`src/rtl/scrs_defines.svh`:
```
// Register offsets, field positions, reset values and counts of the serial
// clock and receive-sampling front end.
// Assumes inclusion by bare name from the design files.
`ifndef SCRS_DEFINES_SVH
`define SCRS_DEFINES_SVH

// ----------------------------------------------------------------------------
// Register byte offsets
// ----------------------------------------------------------------------------
`define SCRS_ADDR_CTRL      8'h00
`define SCRS_ADDR_BRG       8'h04
`define SCRS_ADDR_TMR       8'h08
`define SCRS_ADDR_RXDATA    8'h0C
`define SCRS_ADDR_STATUS    8'h10

// ----------------------------------------------------------------------------
// Field positions
// ----------------------------------------------------------------------------
`define SCRS_CTRL_MODE_IO   0
`define SCRS_CTRL_CLKDIR    1
`define SCRS_CTRL_EDGE      2
`define SCRS_CTRL_SRC       4:3
`define SCRS_CTRL_TAP       6:5
`define SCRS_CTRL_RXEN      7
`define SCRS_BRG_N          3:0
`define SCRS_BRG_K          7:4
`define SCRS_BRG_FRACEN     8
`define SCRS_TMR_RELOAD     7:0
`define SCRS_TMR_TAP        9:8
`define SCRS_ST_DONE        0
`define SCRS_ST_FERR        1
`define SCRS_ST_OVR         2
`define SCRS_ST_BUSY        3
`define SCRS_ST_CNT         7:4

// ----------------------------------------------------------------------------
// Reset values
// ----------------------------------------------------------------------------
`define SCRS_CTRL_RST       8'h00
`define SCRS_BRG_RST        9'h001
`define SCRS_TMR_RST        10'h001

// ----------------------------------------------------------------------------
// Counts
// ----------------------------------------------------------------------------
`define SCRS_N_ZERO_DIV     5'h10
`define SCRS_FRAC_BASE      5'h10
`define SCRS_PRE_DIV4       2'h3
`define SCRS_PRE_DIV16      4'hF
`define SCRS_PRE_DIV64      6'h3F
`define SCRS_SAMPLE_1ST     4'h7
`define SCRS_SAMPLE_2ND     4'h8
`define SCRS_SAMPLE_3RD     4'h9
`define SCRS_LAST_BIT       3'h7
`define SCRS_SRC_DIVIDER    2'h0
`define SCRS_SRC_HALF_SYS   2'h1
`define SCRS_SRC_TIMER      2'h2
`define SCRS_SRC_PIN        2'h3

`endif

```
`src/rtl/scrs_pkg.sv`:
```
// Types shared by the serial clock and receive-sampling front end.
// Assumes nothing of its surroundings.
package scrs_pkg;

  // Asynchronous receiver states, one-hot
  typedef enum logic [3:0] {
    SCRS_RX_IDLE  = 4'b0001,
    SCRS_RX_START = 4'b0010,
    SCRS_RX_DATA  = 4'b0100,
    SCRS_RX_STOP  = 4'b1000
  } scrs_rx_state_e;

endpackage

```
`src/rtl/scrs_top.sv`:
```
// Serial channel clock generation and receive sampling with an APB slave.
// Assumes an APB master on pclk and an external peer on the data/clock pins.
//
// How it works
// - External clock gives one sample per rising edge in UART; raw bit clock in I/O.
// - Divisor field value 1 to 15 divides by itself; zero divides by 16.
// - Timer source gives rate = tap frequency / (reload x 2 x 16).
// - I/O mode never takes the timer output as its clock.
// - I/O mode, direction 0: drive clock pin, divider output halved.
// - I/O mode, direction 1: clock pin is input, edge chosen by select bit.
// - UART source field picks divider, half sysclock, timer or clock pin.
// - UART receive timing uses a 4-bit up-counter on the sample clock.
// - Sixteen sample clocks per bit; vote majority of clocks 7, 8, 9.
// - I/O receive samples on driven rising edge or on selected input edge.
// - UART receiver samples data only after a valid start bit.
// - Fraction off: divide by integer N from 1 to 16, fraction ignored.
// - Fraction on: divide by N + (16-K)/16 for N 2 to 15.
// - Divider input is one of prescaler taps divide by 1, 4, 16, 64.
//
// Chosen here: the APB interface to the registers and the register addresses.
`timescale 1ns/1ps
`include "scrs_defines.svh"

module scrs_top (
  // APB slave
  input  wire logic        pclk,
  input  wire logic        presetn,
  input  wire logic [7:0]  paddr,
  input  wire logic        psel,
  input  wire logic        penable,
  input  wire logic        pwrite,
  input  wire logic [31:0] pwdata,
  output logic      [31:0] prdata,
  output logic             pready,
  output logic             pslverr,
  // Serial pins
  input  wire logic        receive_data_pin,
  input  wire logic        serial_clock_pin_i,
  output logic             serial_clock_pin_o,
  output logic             serial_clock_pin_oe_n
);

  // --------------------------------------------------------------------------
  // Declarations
  // --------------------------------------------------------------------------
  logic [7:0]  ctrl_reg;
  logic [8:0]  brg_reg;
  logic [9:0]  tmr_reg;
  logic [31:0] prdata_reg;
  logic        pready_reg;
  logic        pslverr_reg;
  logic        rxd_s1_reg, rxd_s2_reg, rxd_s3_reg;
  logic        sck_s1_reg, sck_s2_reg, sck_s3_reg;
  logic [5:0]  pre_cnt_reg;
  logic [4:0]  div_cnt_reg;
  logic [3:0]  frac_acc_reg;
  logic        extra_reg;
  logic        brg_tick_reg;
  logic        half_reg;
  logic [7:0]  tmr_cnt_reg;
  logic        tab_out_reg;
  logic        sck_out_reg;
  logic        sck_oe_n_reg;
  scrs_pkg::scrs_rx_state_e state_reg, state_next;
  logic [3:0]  rx_cnt_reg, rx_cnt_next;
  logic [1:0]  samp_reg, samp_next;
  logic [7:0]  shift_reg, shift_next;
  logic [2:0]  bit_cnt_reg, bit_cnt_next;
  logic [7:0]  data_reg;
  logic        done_reg, ferr_reg, ovr_reg;
  logic        frame_set;
  logic        frame_ferr;

  // --------------------------------------------------------------------------
  // Register fields
  // --------------------------------------------------------------------------
  wire       mode_io                  = ctrl_reg[`SCRS_CTRL_MODE_IO];
  wire       clock_direction_bit      = ctrl_reg[`SCRS_CTRL_CLKDIR];
  wire       clock_edge_select        = ctrl_reg[`SCRS_CTRL_EDGE];
  wire [1:0] uart_clock_source_select = ctrl_reg[`SCRS_CTRL_SRC];
  wire [1:0] brg_tap_select           = ctrl_reg[`SCRS_CTRL_TAP];
  wire       rx_enable                = ctrl_reg[`SCRS_CTRL_RXEN];
  wire [3:0] integer_divisor_field    = brg_reg[`SCRS_BRG_N];
  wire [3:0] fraction_field           = brg_reg[`SCRS_BRG_K];
  wire       fractional_divide_enable = brg_reg[`SCRS_BRG_FRACEN];
  wire [7:0] timer_reload_value       = tmr_reg[`SCRS_TMR_RELOAD];
  wire [1:0] prescaler_source_select  = tmr_reg[`SCRS_TMR_TAP];

  // --------------------------------------------------------------------------
  // APB decode
  // --------------------------------------------------------------------------
  wire apb_setup   = psel & penable & ~pready_reg;
  wire apb_done    = psel & penable & pready_reg;
  wire hit_ctrl    = (paddr == `SCRS_ADDR_CTRL);
  wire hit_brg     = (paddr == `SCRS_ADDR_BRG);
  wire hit_tmr     = (paddr == `SCRS_ADDR_TMR);
  wire hit_rxdata  = (paddr == `SCRS_ADDR_RXDATA);
  wire hit_status  = (paddr == `SCRS_ADDR_STATUS);
  wire addr_ok     = hit_ctrl | hit_brg | hit_tmr | hit_rxdata | hit_status;
  wire wr_en       = apb_done & pwrite & addr_ok;
  wire rd_data_clr = apb_done & ~pwrite & hit_rxdata;
  wire rd_stat_clr = apb_done & ~pwrite & hit_status;
  wire busy        = (state_reg != scrs_pkg::SCRS_RX_IDLE) | (bit_cnt_reg != 3'h0);
  wire [7:0] status_word = {rx_cnt_reg, busy, ovr_reg, ferr_reg, done_reg};
  wire [31:0] rd_mux = hit_ctrl   ? {24'h0, ctrl_reg} :
                       hit_brg    ? {23'h0, brg_reg} :
                       hit_tmr    ? {22'h0, tmr_reg} :
                       hit_rxdata ? {24'h0, data_reg} :
                       hit_status ? {24'h0, status_word} : 32'h0;

  // One wait state: ready rises the cycle after the access phase begins
  always_ff @(posedge pclk or negedge presetn) begin
    if (!presetn) begin
      pready_reg  <= 1'b0;
      pslverr_reg <= 1'b0;
      prdata_reg  <= 32'h0;
    end else begin
      pready_reg  <= apb_setup;
      pslverr_reg <= apb_setup & ~addr_ok;
      if (apb_setup & ~pwrite) begin
        prdata_reg <= rd_mux;
      end
    end
  end

  // Software-written configuration
  always_ff @(posedge pclk or negedge presetn) begin
    if (!presetn) begin
      ctrl_reg <= `SCRS_CTRL_RST;
      brg_reg  <= `SCRS_BRG_RST;
      tmr_reg  <= `SCRS_TMR_RST;
    end else if (wr_en) begin
      if (hit_ctrl) ctrl_reg <= pwdata[7:0];
      if (hit_brg)  brg_reg  <= pwdata[8:0];
      if (hit_tmr)  tmr_reg  <= pwdata[9:0];
    end
  end

  assign prdata  = prdata_reg;
  assign pready  = pready_reg;
  assign pslverr = pslverr_reg;

  // --------------------------------------------------------------------------
  // Pin synchronisers (third stage is the edge-detect history)
  // --------------------------------------------------------------------------
  always_ff @(posedge pclk or negedge presetn) begin
    if (!presetn) begin
      {rxd_s1_reg, rxd_s2_reg, rxd_s3_reg} <= 3'h7;
      {sck_s1_reg, sck_s2_reg, sck_s3_reg} <= 3'h7;
    end else begin
      {rxd_s1_reg, rxd_s2_reg, rxd_s3_reg} <= {receive_data_pin, rxd_s1_reg, rxd_s2_reg};
      {sck_s1_reg, sck_s2_reg, sck_s3_reg} <= {serial_clock_pin_i, sck_s1_reg, sck_s2_reg};
    end
  end

  wire rxd     = rxd_s2_reg;
  wire rxd_fall = ~rxd_s2_reg & rxd_s3_reg;
  wire sck_rise = sck_s2_reg & ~sck_s3_reg;
  wire sck_fall = ~sck_s2_reg & sck_s3_reg;

  // --------------------------------------------------------------------------
  // Prescaler taps: divide by 1, 4, 16, 64
  // --------------------------------------------------------------------------
  always_ff @(posedge pclk or negedge presetn) begin
    if (!presetn) pre_cnt_reg <= 6'h00;
    else          pre_cnt_reg <= pre_cnt_reg + 6'h01;
  end

  wire [3:0] tap_tick = {pre_cnt_reg == `SCRS_PRE_DIV64,
                         pre_cnt_reg[3:0] == `SCRS_PRE_DIV16,
                         pre_cnt_reg[1:0] == `SCRS_PRE_DIV4,
                         1'b1};
  wire brg_in = tap_tick[brg_tap_select];
  wire tmr_in = tap_tick[prescaler_source_select];

  // --------------------------------------------------------------------------
  // Baud rate divider, integer or N + (16-K)/16
  // --------------------------------------------------------------------------
  wire [4:0] n_val    = (integer_divisor_field == 4'h0) ? `SCRS_N_ZERO_DIV
                                                        : {1'b0, integer_divisor_field};
  wire       n_frac_ok = (integer_divisor_field > 4'h1);        // N of 16 reads as zero
  wire       frac_on  = fractional_divide_enable & n_frac_ok;
  wire [4:0] period_m1 = n_val + {4'h0, extra_reg} - 5'h01;
  wire       div_wrap = brg_in & (div_cnt_reg >= period_m1);
  wire [4:0] frac_sum = {1'b0, frac_acc_reg} + (`SCRS_FRAC_BASE - {1'b0, fraction_field});

  // Accumulator carry stretches a period by one input tick
  always_ff @(posedge pclk or negedge presetn) begin
    if (!presetn) begin
      div_cnt_reg  <= 5'h00;
      frac_acc_reg <= 4'h0;
      extra_reg    <= 1'b0;
      brg_tick_reg <= 1'b0;
    end else begin
      brg_tick_reg <= div_wrap;
      if (div_wrap) begin
        div_cnt_reg  <= 5'h00;
        frac_acc_reg <= frac_on ? frac_sum[3:0] : 4'h0;
        extra_reg    <= frac_on & frac_sum[4];
      end else if (brg_in) begin
        div_cnt_reg  <= div_cnt_reg + 5'h01;
      end
    end
  end

  // --------------------------------------------------------------------------
  // Half system clock and 8-bit timer trigger
  // --------------------------------------------------------------------------
  wire tmr_match = tmr_in & ((tmr_cnt_reg + 8'h01) == timer_reload_value);

  // Trigger toggles per reload, so one rising edge per two reloads
  always_ff @(posedge pclk or negedge presetn) begin
    if (!presetn) begin
      half_reg    <= 1'b0;
      tmr_cnt_reg <= 8'h00;
      tab_out_reg <= 1'b0;
    end else begin
      half_reg <= ~half_reg;
      if (tmr_match) begin
        tmr_cnt_reg <= 8'h00;
        tab_out_reg <= ~tab_out_reg;
      end else if (tmr_in) begin
        tmr_cnt_reg <= tmr_cnt_reg + 8'h01;
      end
    end
  end

  wire tab_tick = tmr_match & ~tab_out_reg;

  // UART bit-sample clock source; I/O mode never looks at this select
  wire bit_sample_clock =
    (uart_clock_source_select == `SCRS_SRC_DIVIDER)  ? brg_tick_reg :
    (uart_clock_source_select == `SCRS_SRC_HALF_SYS) ? half_reg :
    (uart_clock_source_select == `SCRS_SRC_TIMER)    ? tab_tick :
                                                       sck_rise;
  wire uart_on   = ~mode_io & rx_enable;
  wire uart_tick = uart_on & bit_sample_clock;

  // --------------------------------------------------------------------------
  // I/O interface shift clock
  // --------------------------------------------------------------------------
  wire io_on      = mode_io & rx_enable;
  wire io_drive   = io_on & ~clock_direction_bit;
  wire io_run     = io_drive & ~done_reg;                         // Stalls until data read
  wire io_int_rise = io_run & brg_tick_reg & ~sck_out_reg;
  wire io_ext_edge = clock_edge_select ? sck_fall : sck_rise;
  wire io_sample  = io_int_rise | (io_on & clock_direction_bit & io_ext_edge);

  // Driven clock idles high and toggles on each divider pulse
  always_ff @(posedge pclk or negedge presetn) begin
    if (!presetn) begin
      sck_out_reg  <= 1'b1;
      sck_oe_n_reg <= 1'b1;
    end else begin
      sck_oe_n_reg <= ~io_drive;
      if (!io_drive) sck_out_reg <= 1'b1;
      else if (io_run & brg_tick_reg) sck_out_reg <= ~sck_out_reg;
    end
  end

  assign serial_clock_pin_o    = sck_out_reg;
  assign serial_clock_pin_oe_n = sck_oe_n_reg;

  // --------------------------------------------------------------------------
  // UART sampling and vote
  // --------------------------------------------------------------------------
  wire [3:0] cnt_inc  = rx_cnt_reg + 4'h1;
  wire       samp_hit = uart_tick & ((cnt_inc == `SCRS_SAMPLE_1ST) | (cnt_inc == `SCRS_SAMPLE_2ND));
  wire       vote_now = uart_tick & (cnt_inc == `SCRS_SAMPLE_3RD);
  wire       vote     = (samp_reg[1] & samp_reg[0]) | (samp_reg[1] & rxd) | (samp_reg[0] & rxd);

  // Receiver next state for both modes
  always_comb begin
    state_next   = state_reg;
    rx_cnt_next  = rx_cnt_reg;
    samp_next    = samp_reg;
    shift_next   = shift_reg;
    bit_cnt_next = bit_cnt_reg;
    frame_set    = 1'b0;
    frame_ferr   = 1'b0;
    if (uart_tick) rx_cnt_next = cnt_inc;
    if (samp_hit) samp_next = {samp_reg[0], rxd};
    case (state_reg)
      scrs_pkg::SCRS_RX_IDLE: begin
        if (uart_on & rxd_fall) begin
          rx_cnt_next = 4'h0;
          state_next  = scrs_pkg::SCRS_RX_START;
        end
      end
      scrs_pkg::SCRS_RX_START: begin
        if (vote_now) begin
          bit_cnt_next = 3'h0;
          state_next   = vote ? scrs_pkg::SCRS_RX_IDLE : scrs_pkg::SCRS_RX_DATA;
        end
      end
      scrs_pkg::SCRS_RX_DATA: begin
        if (vote_now) begin
          shift_next   = {vote, shift_reg[7:1]};
          bit_cnt_next = bit_cnt_reg + 3'h1;
          if (bit_cnt_reg == `SCRS_LAST_BIT) state_next = scrs_pkg::SCRS_RX_STOP;
        end
      end
      scrs_pkg::SCRS_RX_STOP: begin
        if (vote_now) begin
          frame_set  = 1'b1;
          frame_ferr = ~vote;
          state_next = scrs_pkg::SCRS_RX_IDLE;
        end
      end
      default: state_next = scrs_pkg::SCRS_RX_IDLE;
    endcase
    if (!uart_on) state_next = scrs_pkg::SCRS_RX_IDLE;
    if (io_sample) begin
      shift_next   = {rxd, shift_reg[7:1]};
      bit_cnt_next = bit_cnt_reg + 3'h1;
      frame_set    = (bit_cnt_reg == `SCRS_LAST_BIT);
    end
  end

  // Receiver state
  always_ff @(posedge pclk or negedge presetn) begin
    if (!presetn) begin
      state_reg   <= scrs_pkg::SCRS_RX_IDLE;
      rx_cnt_reg  <= 4'h0;
      samp_reg    <= 2'h3;
      shift_reg   <= 8'h00;
      bit_cnt_reg <= 3'h0;
    end else begin
      state_reg   <= state_next;
      rx_cnt_reg  <= rx_cnt_next;
      samp_reg    <= samp_next;
      shift_reg   <= shift_next;
      bit_cnt_reg <= (uart_on | io_on) ? bit_cnt_next : 3'h0;
    end
  end

  // Received byte and sticky flags; a new frame wins over a read clear
  always_ff @(posedge pclk or negedge presetn) begin
    if (!presetn) begin
      data_reg <= 8'h00;
      done_reg <= 1'b0;
      ferr_reg <= 1'b0;
      ovr_reg  <= 1'b0;
    end else begin
      if (frame_set & ~(done_reg & ~rd_data_clr)) data_reg <= shift_next;
      done_reg <= frame_set | (done_reg & ~rd_data_clr);
      ferr_reg <= frame_ferr | (ferr_reg & ~rd_stat_clr);
      ovr_reg  <= (frame_set & done_reg & ~rd_data_clr) | (ovr_reg & ~rd_stat_clr);
    end
  end

endmodule

```
`config.mk`:
```
export PLATFORM = sky130hd
export DESIGN_NAME = scrs_top
export DESIGN_NICKNAME = d
export VERILOG_FILES = /design/src/rtl/scrs_pkg.sv /design/src/rtl/scrs_top.sv
export VERILOG_INCLUDE_DIRS = /design/src /design/src/rtl
export SDC_FILE = /design/constraint.sdc
export NUM_CORES = 1
export LEC_CHECK = 0
export ABC_CLOCK_PERIOD_IN_PS = 2610
export BUFFER_PORTS_ARGS = -buffer_cell sky130_fd_sc_hd__buf_2
export CELL_PAD_IN_SITES_DETAIL_PLACEMENT = 0
export CELL_PAD_IN_SITES_GLOBAL_PLACEMENT = 2
export CORE_MARGIN = 5
export CORE_UTILIZATION = 33
export DETAILED_ROUTE_END_ITERATION = 8
export PLACE_DENSITY_LB_ADDON = 0.15
export SYNTH_ARGS = -nofsm -noshare
export SYNTH_HDL_FRONTEND = slang
export SYNTH_SLANG_ARGS = --single-unit
```
`constraint.sdc`:
```
create_clock -name pclk -period 2.61 [get_ports pclk]
set_input_delay 0.522 -clock pclk [delete_from_list [all_inputs] [get_ports pclk]]
set_output_delay 0.522 -clock pclk [all_outputs]
set_load 0.01 [all_outputs]
```
==> results.toml, run 1 <==
[placement]
dpl.cell_count = 873
place_ws_ns = -0.207
place_congestion = 0.836
io_buffers = 38
hpwl_mm = 11.3

[timing]
finClkSkew_ns = 0.00884
timing.final.crit_period_ns = 2.52
fmax_mhz = 397
setup-violations-final = 0
max_slew_margin_pct = 45.0
drv_slew = 0
grt_setup_unrepaired = "false"
min_period_over_period_pct = 96.5
fin_ws_ns = 0.0902
slew_at_the_pin_with_the_worst_max_slew_slack_ns = 0.819
hold_violations = 0

[setup_path]
worst_path_largest_cell_delay_ns = 0.54
worstSetupEndpointType = "flip-flop"
critical-path-top-delay-family = "compound AO/OA/AOI/OAI gates"
cp_max_fo = 2
cp_cell_sequence = "inv_2 -> ha_2 -> inv_1 -> ha_1 -> nand2b_1 -> a21o_1 -> a21o_1 -> a21o_1 -> a21o_1 -> or4_1 -> o21ai_1"
critPathSlowestCell = "sky130_fd_sc_hd__dfstp_2"
critPathRequiredTime_ns = 2.89
critical-path-top-cell-by-count = "sky130_fd_sc_hd__a21o_1"
arrival_ns = 2.80
critPathKind = "flip-flop to flip-flop"
path_buf_inv = 2
timing.critical_path.from_type = "flip-flop"

[grt]
via_count_of_the_first_global_routing_pass = 4575
maximum_number_of_pins_on_one_net_before_global_route_repair = 107
first_pass_grt_wire_length_mm = 25.2
grt.total_usage_pct = 15.7
grt_antenna_before_repair = 0
grt-ovfl-total = 0

[drt]
detailroute.via_count = 4547
viasPerCell = 5.10
dr_wl_cell_um = 17.4
antenna_violating_nets_post_route = 0
detail_route.iter0.violations = 259
drt-pass1-iter-count = 4
post-route-drc-count = 0
route.final.wire_length_mm = 15.5

[synth]
synth_warnings = 0
synthesis.instances = 582
synthesis.area_per_instance_um2 = 9.99
synth-adder-area-share_pct = 4.87
synth_compound_area_share_pct = 16.7
synth_async_sr_flop_share_pct = 100
xor_xnor_share_of_the_synthesized_area_pct = 3.47
netlist_top_cells_area = "sky130_fd_sc_hd__dfrtp_1 (40%), sky130_fd_sc_hd__dfstp_2 (5.9%), sky130_fd_sc_hd__ha_1 (4.5%)"
synth.yosys.seq_area_share_pct = 45.9
largest_family_of_logic_cells_by_synthesized_area = "compound AO/OA/AOI/OAI gates"
dominant_register_cell_in_the_synthesized_netlist = "sky130_fd_sc_hd__dfrtp_1"
syn_area_mm2 = 0.00581
yosys.area_share.simple_pct = 15.9
synth_most_common_cell = "sky130_fd_sc_hd__dfrtp_1"
synth_enable_flop_cells = 0
synth_top_area_share_pct = 40.0
multiplexer_share_of_the_synthesized_area_pct = 6.87
synth_top_cell_by_area = "sky130_fd_sc_hd__dfrtp_1"
ys_ff_latch = 106
netlist_top_cells_count = "sky130_fd_sc_hd__dfrtp_1 (93), sky130_fd_sc_hd__nand2_1 (48), sky130_fd_sc_hd__o21ai_0 (40)"
ys_types = 71

[layout]
insertedDiodeCount = 0
fin_cells = 891
fillerInstances = 1740
post_route_cells_drive_above_1_share_pct = 25.8
syn_to_final_growth_pct = 18.5
final_core_util_pct = 39.8
final_nets = 730

[floorplan]
floorplan.die.width_um = 143
pin_count = 83
core.rowCount = 48
die_area_mm2 = 0.0204
chipHeight_um = 143
core_region_area_mm2 = 0.0173
floorplan.initialDensity_pct = 33.6

[clock_network]
clock_sink_count = 106
maximum_level_of_the_cts_h_tree = 3
cts.hold.buffers_added = 0
cts_made_buffers = 9
cell_chosen_for_the_clock_root = "sky130_fd_sc_hd__clkbuf_16"
cts_tree = "done"
clk_path_buf_depth = 2
insertion_delay_to_the_later_sink_of_the_worst_skew_pair_ns = 0.35
cts.reportedPaths.clkPinSlew_ns = 0.08

[pwr]
power.static_leakage_nw = 3.14
total_power_mw = 4.03
vdd_drop_max_uv = 363
pwr_density_cell_mw_per_mm2 = 585

[worst_hold_path]
hp-class = "input pin to asynchronous set/reset pin"

[run]
cap_viol_max_count = 0

[status]
outcome = "complete, no violations"
## metrics by stage
step           instance area, um2  hold WS (ns)  TNS (ns)
6_report                     6890         0.239         0
5_1_grt                      6890         0.250         0
4_1_cts                      6800         0.248         0
3_5_place_dp                 6520         0.347     -4.51
3_3_place_gp                 6520         0.347     -3.43
2_1_floorplan                5900         0.226    -0.266
## area by class of cell
class                      instances  area, um2  share of cell area, %
timing repair buffer              87        583                   8.47
clock buffer                      14        244                   3.54
tap                              225        282                   4.09
multi-input combinational        426       2960                   42.9
sequential                       106       2670                   38.7
clock inverter                     2       37.5                  0.545
inverter                          31        116                   1.69
## power by group
part,switching (mW),internal [mW]
Sequential,0.109,1.76
Combinational,0.422,0.362
Clock,0.627,0.749
## per-layer routing
| layer | routed length (um) | track usage [%] | vias to the layer above |
|---|---|---|---|
| li1 | - | - | 2206 |
| met1 | 7570 | 22.8 | 2239 |
| met2 | 7010 | 23.8 | 89 |
| met3 | 647 | 3.18 | 13 |
| met4 | 232 | 4.45 | 0 |
| met5 | 0 | 0 | - |
## path summary, 6_finish.rpt
check,start,depth (start not counted),slack (ns),endpoint
setup / recovery,brg_reg[0]$_DFFE_PN1P_,11,0.09,div_cnt_reg[4]$_DFFE_PN0P_
hold / removal,presetn,2,0.24,tmr_cnt_reg[2]$_DFFE_PN0P_
setup reg to reg,brg_reg[0]$_DFFE_PN1P_,11,0.09,div_cnt_reg[4]$_DFFE_PN0P_
hold reg to reg,rxd_s1_reg$_DFF_PN1_,0,0.36,rxd$_DFF_PN1_
max in group asynchronous,presetn,2,1.92,frac_acc_reg[3]$_DFFE_PN0N_
min in group pclk,receive_data_pin,1,0.26,rxd_s1_reg$_DFF_PN1_
## worst register-to-register path: stages (launching register included)
cell and delay (ns):
sky130_fd_sc_hd__dfstp_2 0.54, sky130_fd_sc_hd__inv_2 0.04, sky130_fd_sc_hd__ha_2 0.30, sky130_fd_sc_hd__inv_1 0.04, sky130_fd_sc_hd__ha_1 0.25, sky130_fd_sc_hd__nand2b_1 0.14, sky130_fd_sc_hd__a21o_1 0.16, sky130_fd_sc_hd__a21o_1 0.17
sky130_fd_sc_hd__a21o_1 0.17, sky130_fd_sc_hd__a21o_1 0.16, sky130_fd_sc_hd__or4_1 0.39, sky130_fd_sc_hd__o21ai_1 0.08
## cell families (layout without fill, tap and decap cells)
group                    count (synthesis)  count (layout)
adder cells (fa/ha/maj)                 22              22
other                                    1              22
AND/OR/NAND/NOR                        175             175
buffers and inverters                   71             134
AO/OA/AOI/OAI                          148             148
XOR/XNOR                                23              23
flip-flops                             106             106
multiplexers                            36              36
## cell usage in the layout (no fill, tap or decap), types with 18 or more instances in the layout
master | Yosys | routed
sky130_fd_sc_hd__nor2_1 | 39 | 38
sky130_fd_sc_hd__buf_4 | 23 | 47
sky130_fd_sc_hd__inv_1 | 30 | 29
sky130_fd_sc_hd__a21oi_1 | 35 | 34
sky130_fd_sc_hd__ha_1 | 21 | 18
sky130_fd_sc_hd__buf_2 | 5 | 38
sky130_fd_sc_hd__mux2_2 | 22 | 22
sky130_fd_sc_hd__conb_1 | 1 | 22
sky130_fd_sc_hd__nand2_1 | 48 | 47
sky130_fd_sc_hd__o21ai_0 | 40 | 38
sky130_fd_sc_hd__dfrtp_1 | 93 | 93
sky130_fd_sc_hd__nand3_1 | 22 | 22
## repair_timing
| item | in CTS | in global routing |
|---|---|---|
| buffers inserted | 0 | 1 |
| hold endpoints to repair | 0 | 0 |
| cloned | 0 | 1 |
| pin swaps | 4 | 1 |
| endpoints found under the setup margin | 3 | 37 |
| resized for setup | 4 | 19 |
Note: power is estimated with default switching activity, not from simulation.
==> run 2: changes to the inputs <==
--- a/config.mk
+++ b/config.mk
@@ -6,12 +6,13 @@
 export SDC_FILE = /design/constraint.sdc
 export NUM_CORES = 1
 export LEC_CHECK = 0
+export ABC_AREA = 1
 export ABC_CLOCK_PERIOD_IN_PS = 2610
 export BUFFER_PORTS_ARGS = -buffer_cell sky130_fd_sc_hd__buf_2
 export CELL_PAD_IN_SITES_DETAIL_PLACEMENT = 0
 export CELL_PAD_IN_SITES_GLOBAL_PLACEMENT = 2
 export CORE_MARGIN = 5
-export CORE_UTILIZATION = 33
+export CORE_UTILIZATION = 31
 export DETAILED_ROUTE_END_ITERATION = 8
 export PLACE_DENSITY_LB_ADDON = 0.15
 export SYNTH_ARGS = -nofsm -noshare
==> run 2 against run 1 <==
Critical path depth is 8 higher. Sequential share of layout area increased by 2.0 points. Combinational power fell by 22%. Wire length down 2.4%. Largest cell class is now sequential cells. Final cell count grew 9.2%. Register-to-register slack better by 0.11 ns. Critical endpoint is now bit_cnt_reg[0]$_DFFE_PN0P_. Largest power group unchanged. Via count grew 0.53%. Power fell by 4.7%. First-iteration DRC count is 1.2% lower. Clock power barely moved. Non-clock buffer count down 23. Global-route usage is 1.4 points lower.
==> results.toml, run 2 <==
[layout]
final_nets = 808
insertedDiodeCount = 0
layout_commonest_cell = "sky130_fd_sc_hd__nand2_1"
syn_to_final_growth_pct = 15.3
post_route_cells_drive_above_1_share_pct = 18.4
layout_common_cells = "sky130_fd_sc_hd__nand2_1 (145), sky130_fd_sc_hd__inv_1 (93), sky130_fd_sc_hd__dfrtp_1 (93)"
fin_cells = 973

[timing]
finClkSkew_ns = 0.0125
drv_slew = 0
fin_ws_ns = 0.202
timing.final.crit_period_ns = 2.41
fmax_mhz = 415
min_period_over_period_pct = 92.3
grt_setup_unrepaired = "true"
hold_violations = 0
setup-violations-final = 0

[floorplan]
floorplan.die.width_um = 145
core.rowCount = 49
floorplan.initialDensity_pct = 31.5
chipHeight_um = 145
core_region_area_mm2 = 0.0180
pin_count = 83
die_area_mm2 = 0.0211

[drt]
drt-pass1-iter-count = 6
route.final.wire_length_mm = 15.1
viasPerCell = 4.70
post-route-drc-count = 0
detailroute.via_count = 4571
dr_wl_cell_um = 15.5
antenna_violating_nets_post_route = 0
detail_route.iter0.violations = 256

[clock_network]
cts_made_buffers = 9
cell_chosen_for_the_clock_root = "sky130_fd_sc_hd__clkbuf_16"
clk_path_buf_depth = 2
cts.reportedPaths.clkPinSlew_ns = 0.07
clock_sink_count = 106
cts_tree = "done"
maximum_level_of_the_cts_h_tree = 3
cts.hold.buffers_added = 0
insertion_delay_to_the_later_sink_of_the_worst_skew_pair_ns = 0.35

[setup_path]
critical-path-top-delay-family = "simple AND/OR/NAND/NOR gates"
critical_path_depth = 19
timing.critical_path.from_type = "flip-flop"
worst_path_largest_cell_delay_ns = 0.43
worstSetupEndpointType = "flip-flop"
critPathRequiredTime_ns = 2.89
critPathKind = "flip-flop to flip-flop"
worst-r2r-cell-count = 19
cp_max_fo = 5
path_buf_inv = 2
critical-path-top-cell-by-count = "sky130_fd_sc_hd__nand2_1"
arrival_ns = 2.69
cp_cell_sequence = "ha_4 -> inv_1 -> nand2_1 -> nand2_1 -> nor2_1 -> nand2_1 -> nor2_1 -> nand3_1 -> nor2_2 -> nand3_2 -> nand2_2 -> nand2_2 -> a21oi_4 -> nand2_1 -> inv_2 -> nand2_2 -> nand3_2 -> nand3_1 -> nand2_1"
critPathSlowestCell = "sky130_fd_sc_hd__dfrtp_1"

[grt]
via_count_of_the_first_global_routing_pass = 4515
grt-ovfl-total = 0
first_pass_grt_wire_length_mm = 24.3
maximum_number_of_pins_on_one_net_before_global_route_repair = 51
grt_antenna_before_repair = 0
grt.total_usage_pct = 14.3

[placement]
io_buffers = 38
dpl.cell_count = 952
hpwl_mm = 11.7
place_congestion = 0.846
place_ws_ns = 0.0944

[synth]
netlist_top_cells_count = "sky130_fd_sc_hd__nand2_1 (145), sky130_fd_sc_hd__dfrtp_1 (93), sky130_fd_sc_hd__inv_1 (93)"
synth_enable_flop_cells = 0
synth_most_common_cell = "sky130_fd_sc_hd__nand2_1"
syn_area_mm2 = 0.00568
synth_async_sr_flop_share_pct = 100
dominant_register_cell_in_the_synthesized_netlist = "sky130_fd_sc_hd__dfrtp_1"
synthesis.area_per_instance_um2 = 8.45
synth.yosys.seq_area_share_pct = 47.0
ys_types = 50
synth_top_cell_by_area = "sky130_fd_sc_hd__dfrtp_1"
synthesis.instances = 672
synth_warnings = 0
synth_top_area_share_pct = 41.0
netlist_top_cells_area = "sky130_fd_sc_hd__dfrtp_1 (41%), sky130_fd_sc_hd__nand2_1 (9.6%), sky130_fd_sc_hd__inv_1 (6.1%)"
ys_ff_latch = 106

[pwr]
vdd_drop_max_uv = 311
total_power_mw = 3.84
pwr_density_cell_mw_per_mm2 = 586
power.static_leakage_nw = 3.31

[run]
cap_viol_max_count = 0

[worst_hold_path]
hp-class = "input pin to asynchronous set/reset pin"

[status]
outcome = "complete, no violations"
==> run 2: layout make-up <==
| class | count | area, um2 |
|---|---|---|
| repair buffers | 64 | 400 |
| clock buffers | 14 | 254 |
| flip-flops and latches | 106 | 2670 |
| inverters | 104 | 395 |
| well taps | 229 | 287 |
| clock inverters | 2 | 37.5 |
| fillers | 1907 | 11500 |
| multi-input cells | 454 | 2510 |
==> run 2: worst paths after layout <==
check,to,slack (ns),from
worst max-delay path,bit_cnt_reg[0]$_DFFE_PN0P_,0.20,tmr_cnt_reg[1]$_DFFE_PN0P_
worst min-delay path,pre_cnt_reg[5]$_DFF_PN0_,0.13,presetn
worst max register to register,bit_cnt_reg[0]$_DFFE_PN0P_,0.20,tmr_cnt_reg[1]$_DFFE_PN0P_
worst min register to register,sck_s2_reg$_DFF_PN1_,0.36,sck_s1_reg$_DFF_PN1_
max in group asynchronous,samp_reg[0]$_DFFE_PN1P_,1.70,presetn
min in group pclk,rxd_s1_reg$_DFF_PN1_,0.27,receive_data_pin
==> run 2: routing by layer <==
| metal | global-route usage, % | routed length, um | vias up |
|---|---|---|---|
| met1 | 21.0 | 7650 | 2171 |
| met4 | 5.41 | 329 | 0 |
| met3 | 2.15 | 532 | 21 |
| met5 | 0 | 0 | - |
| met2 | 21.2 | 6580 | 94 |
| li1 | - | - | 2285 |
==> run 2: metrics by stage <==
stage | cell area (um2) | utilization [%] | hold WS, ns | setup TNS [ns]
4_1_cts | 6500 | 36.0 | 0.136 | 0
6_report | 6550 | 36.3 | 0.131 | 0
2_1_floorplan | 5760 | - | 0.226 | 0
3_5_place_dp | 6210 | 34.4 | 0.347 | 0
5_1_grt | 6550 | 36.3 | 0.160 | -0.0879
3_3_place_gp | 6210 | 34.4 | 0.345 | 0
==> run 2: power breakdown <==
| part | switching, mW | internal, mW |
|---|---|---|
| logic | 0.400 | 0.207 |
| registers | 0.0833 | 1.76 |
| clock network | 0.613 | 0.774 |
==> run 2: logic make-up (layout without fill, tap and decap cells) <==
logic type               count (synthesis)  after routing  share of synthesized area, %
flip-flops                             106            106                          47.0
multiplexers                             3              3                         0.595
AND/OR/NAND/NOR                        282            282                          23.4
adder cells (fa/ha/maj)                 22             22                          4.98
XOR/XNOR                                11             11                          1.70
other                                    1             22                        0.0660
buffers and inverters                  133            184                          10.5
AO/OA/AOI/OAI                          114            114                          11.7
==> run 2: what timing repair did <==
action / CTS / global route
setup endpoints to repair: 0 / 20
buffers inserted: 0 / 5
gates resized for setup: 0 / 3
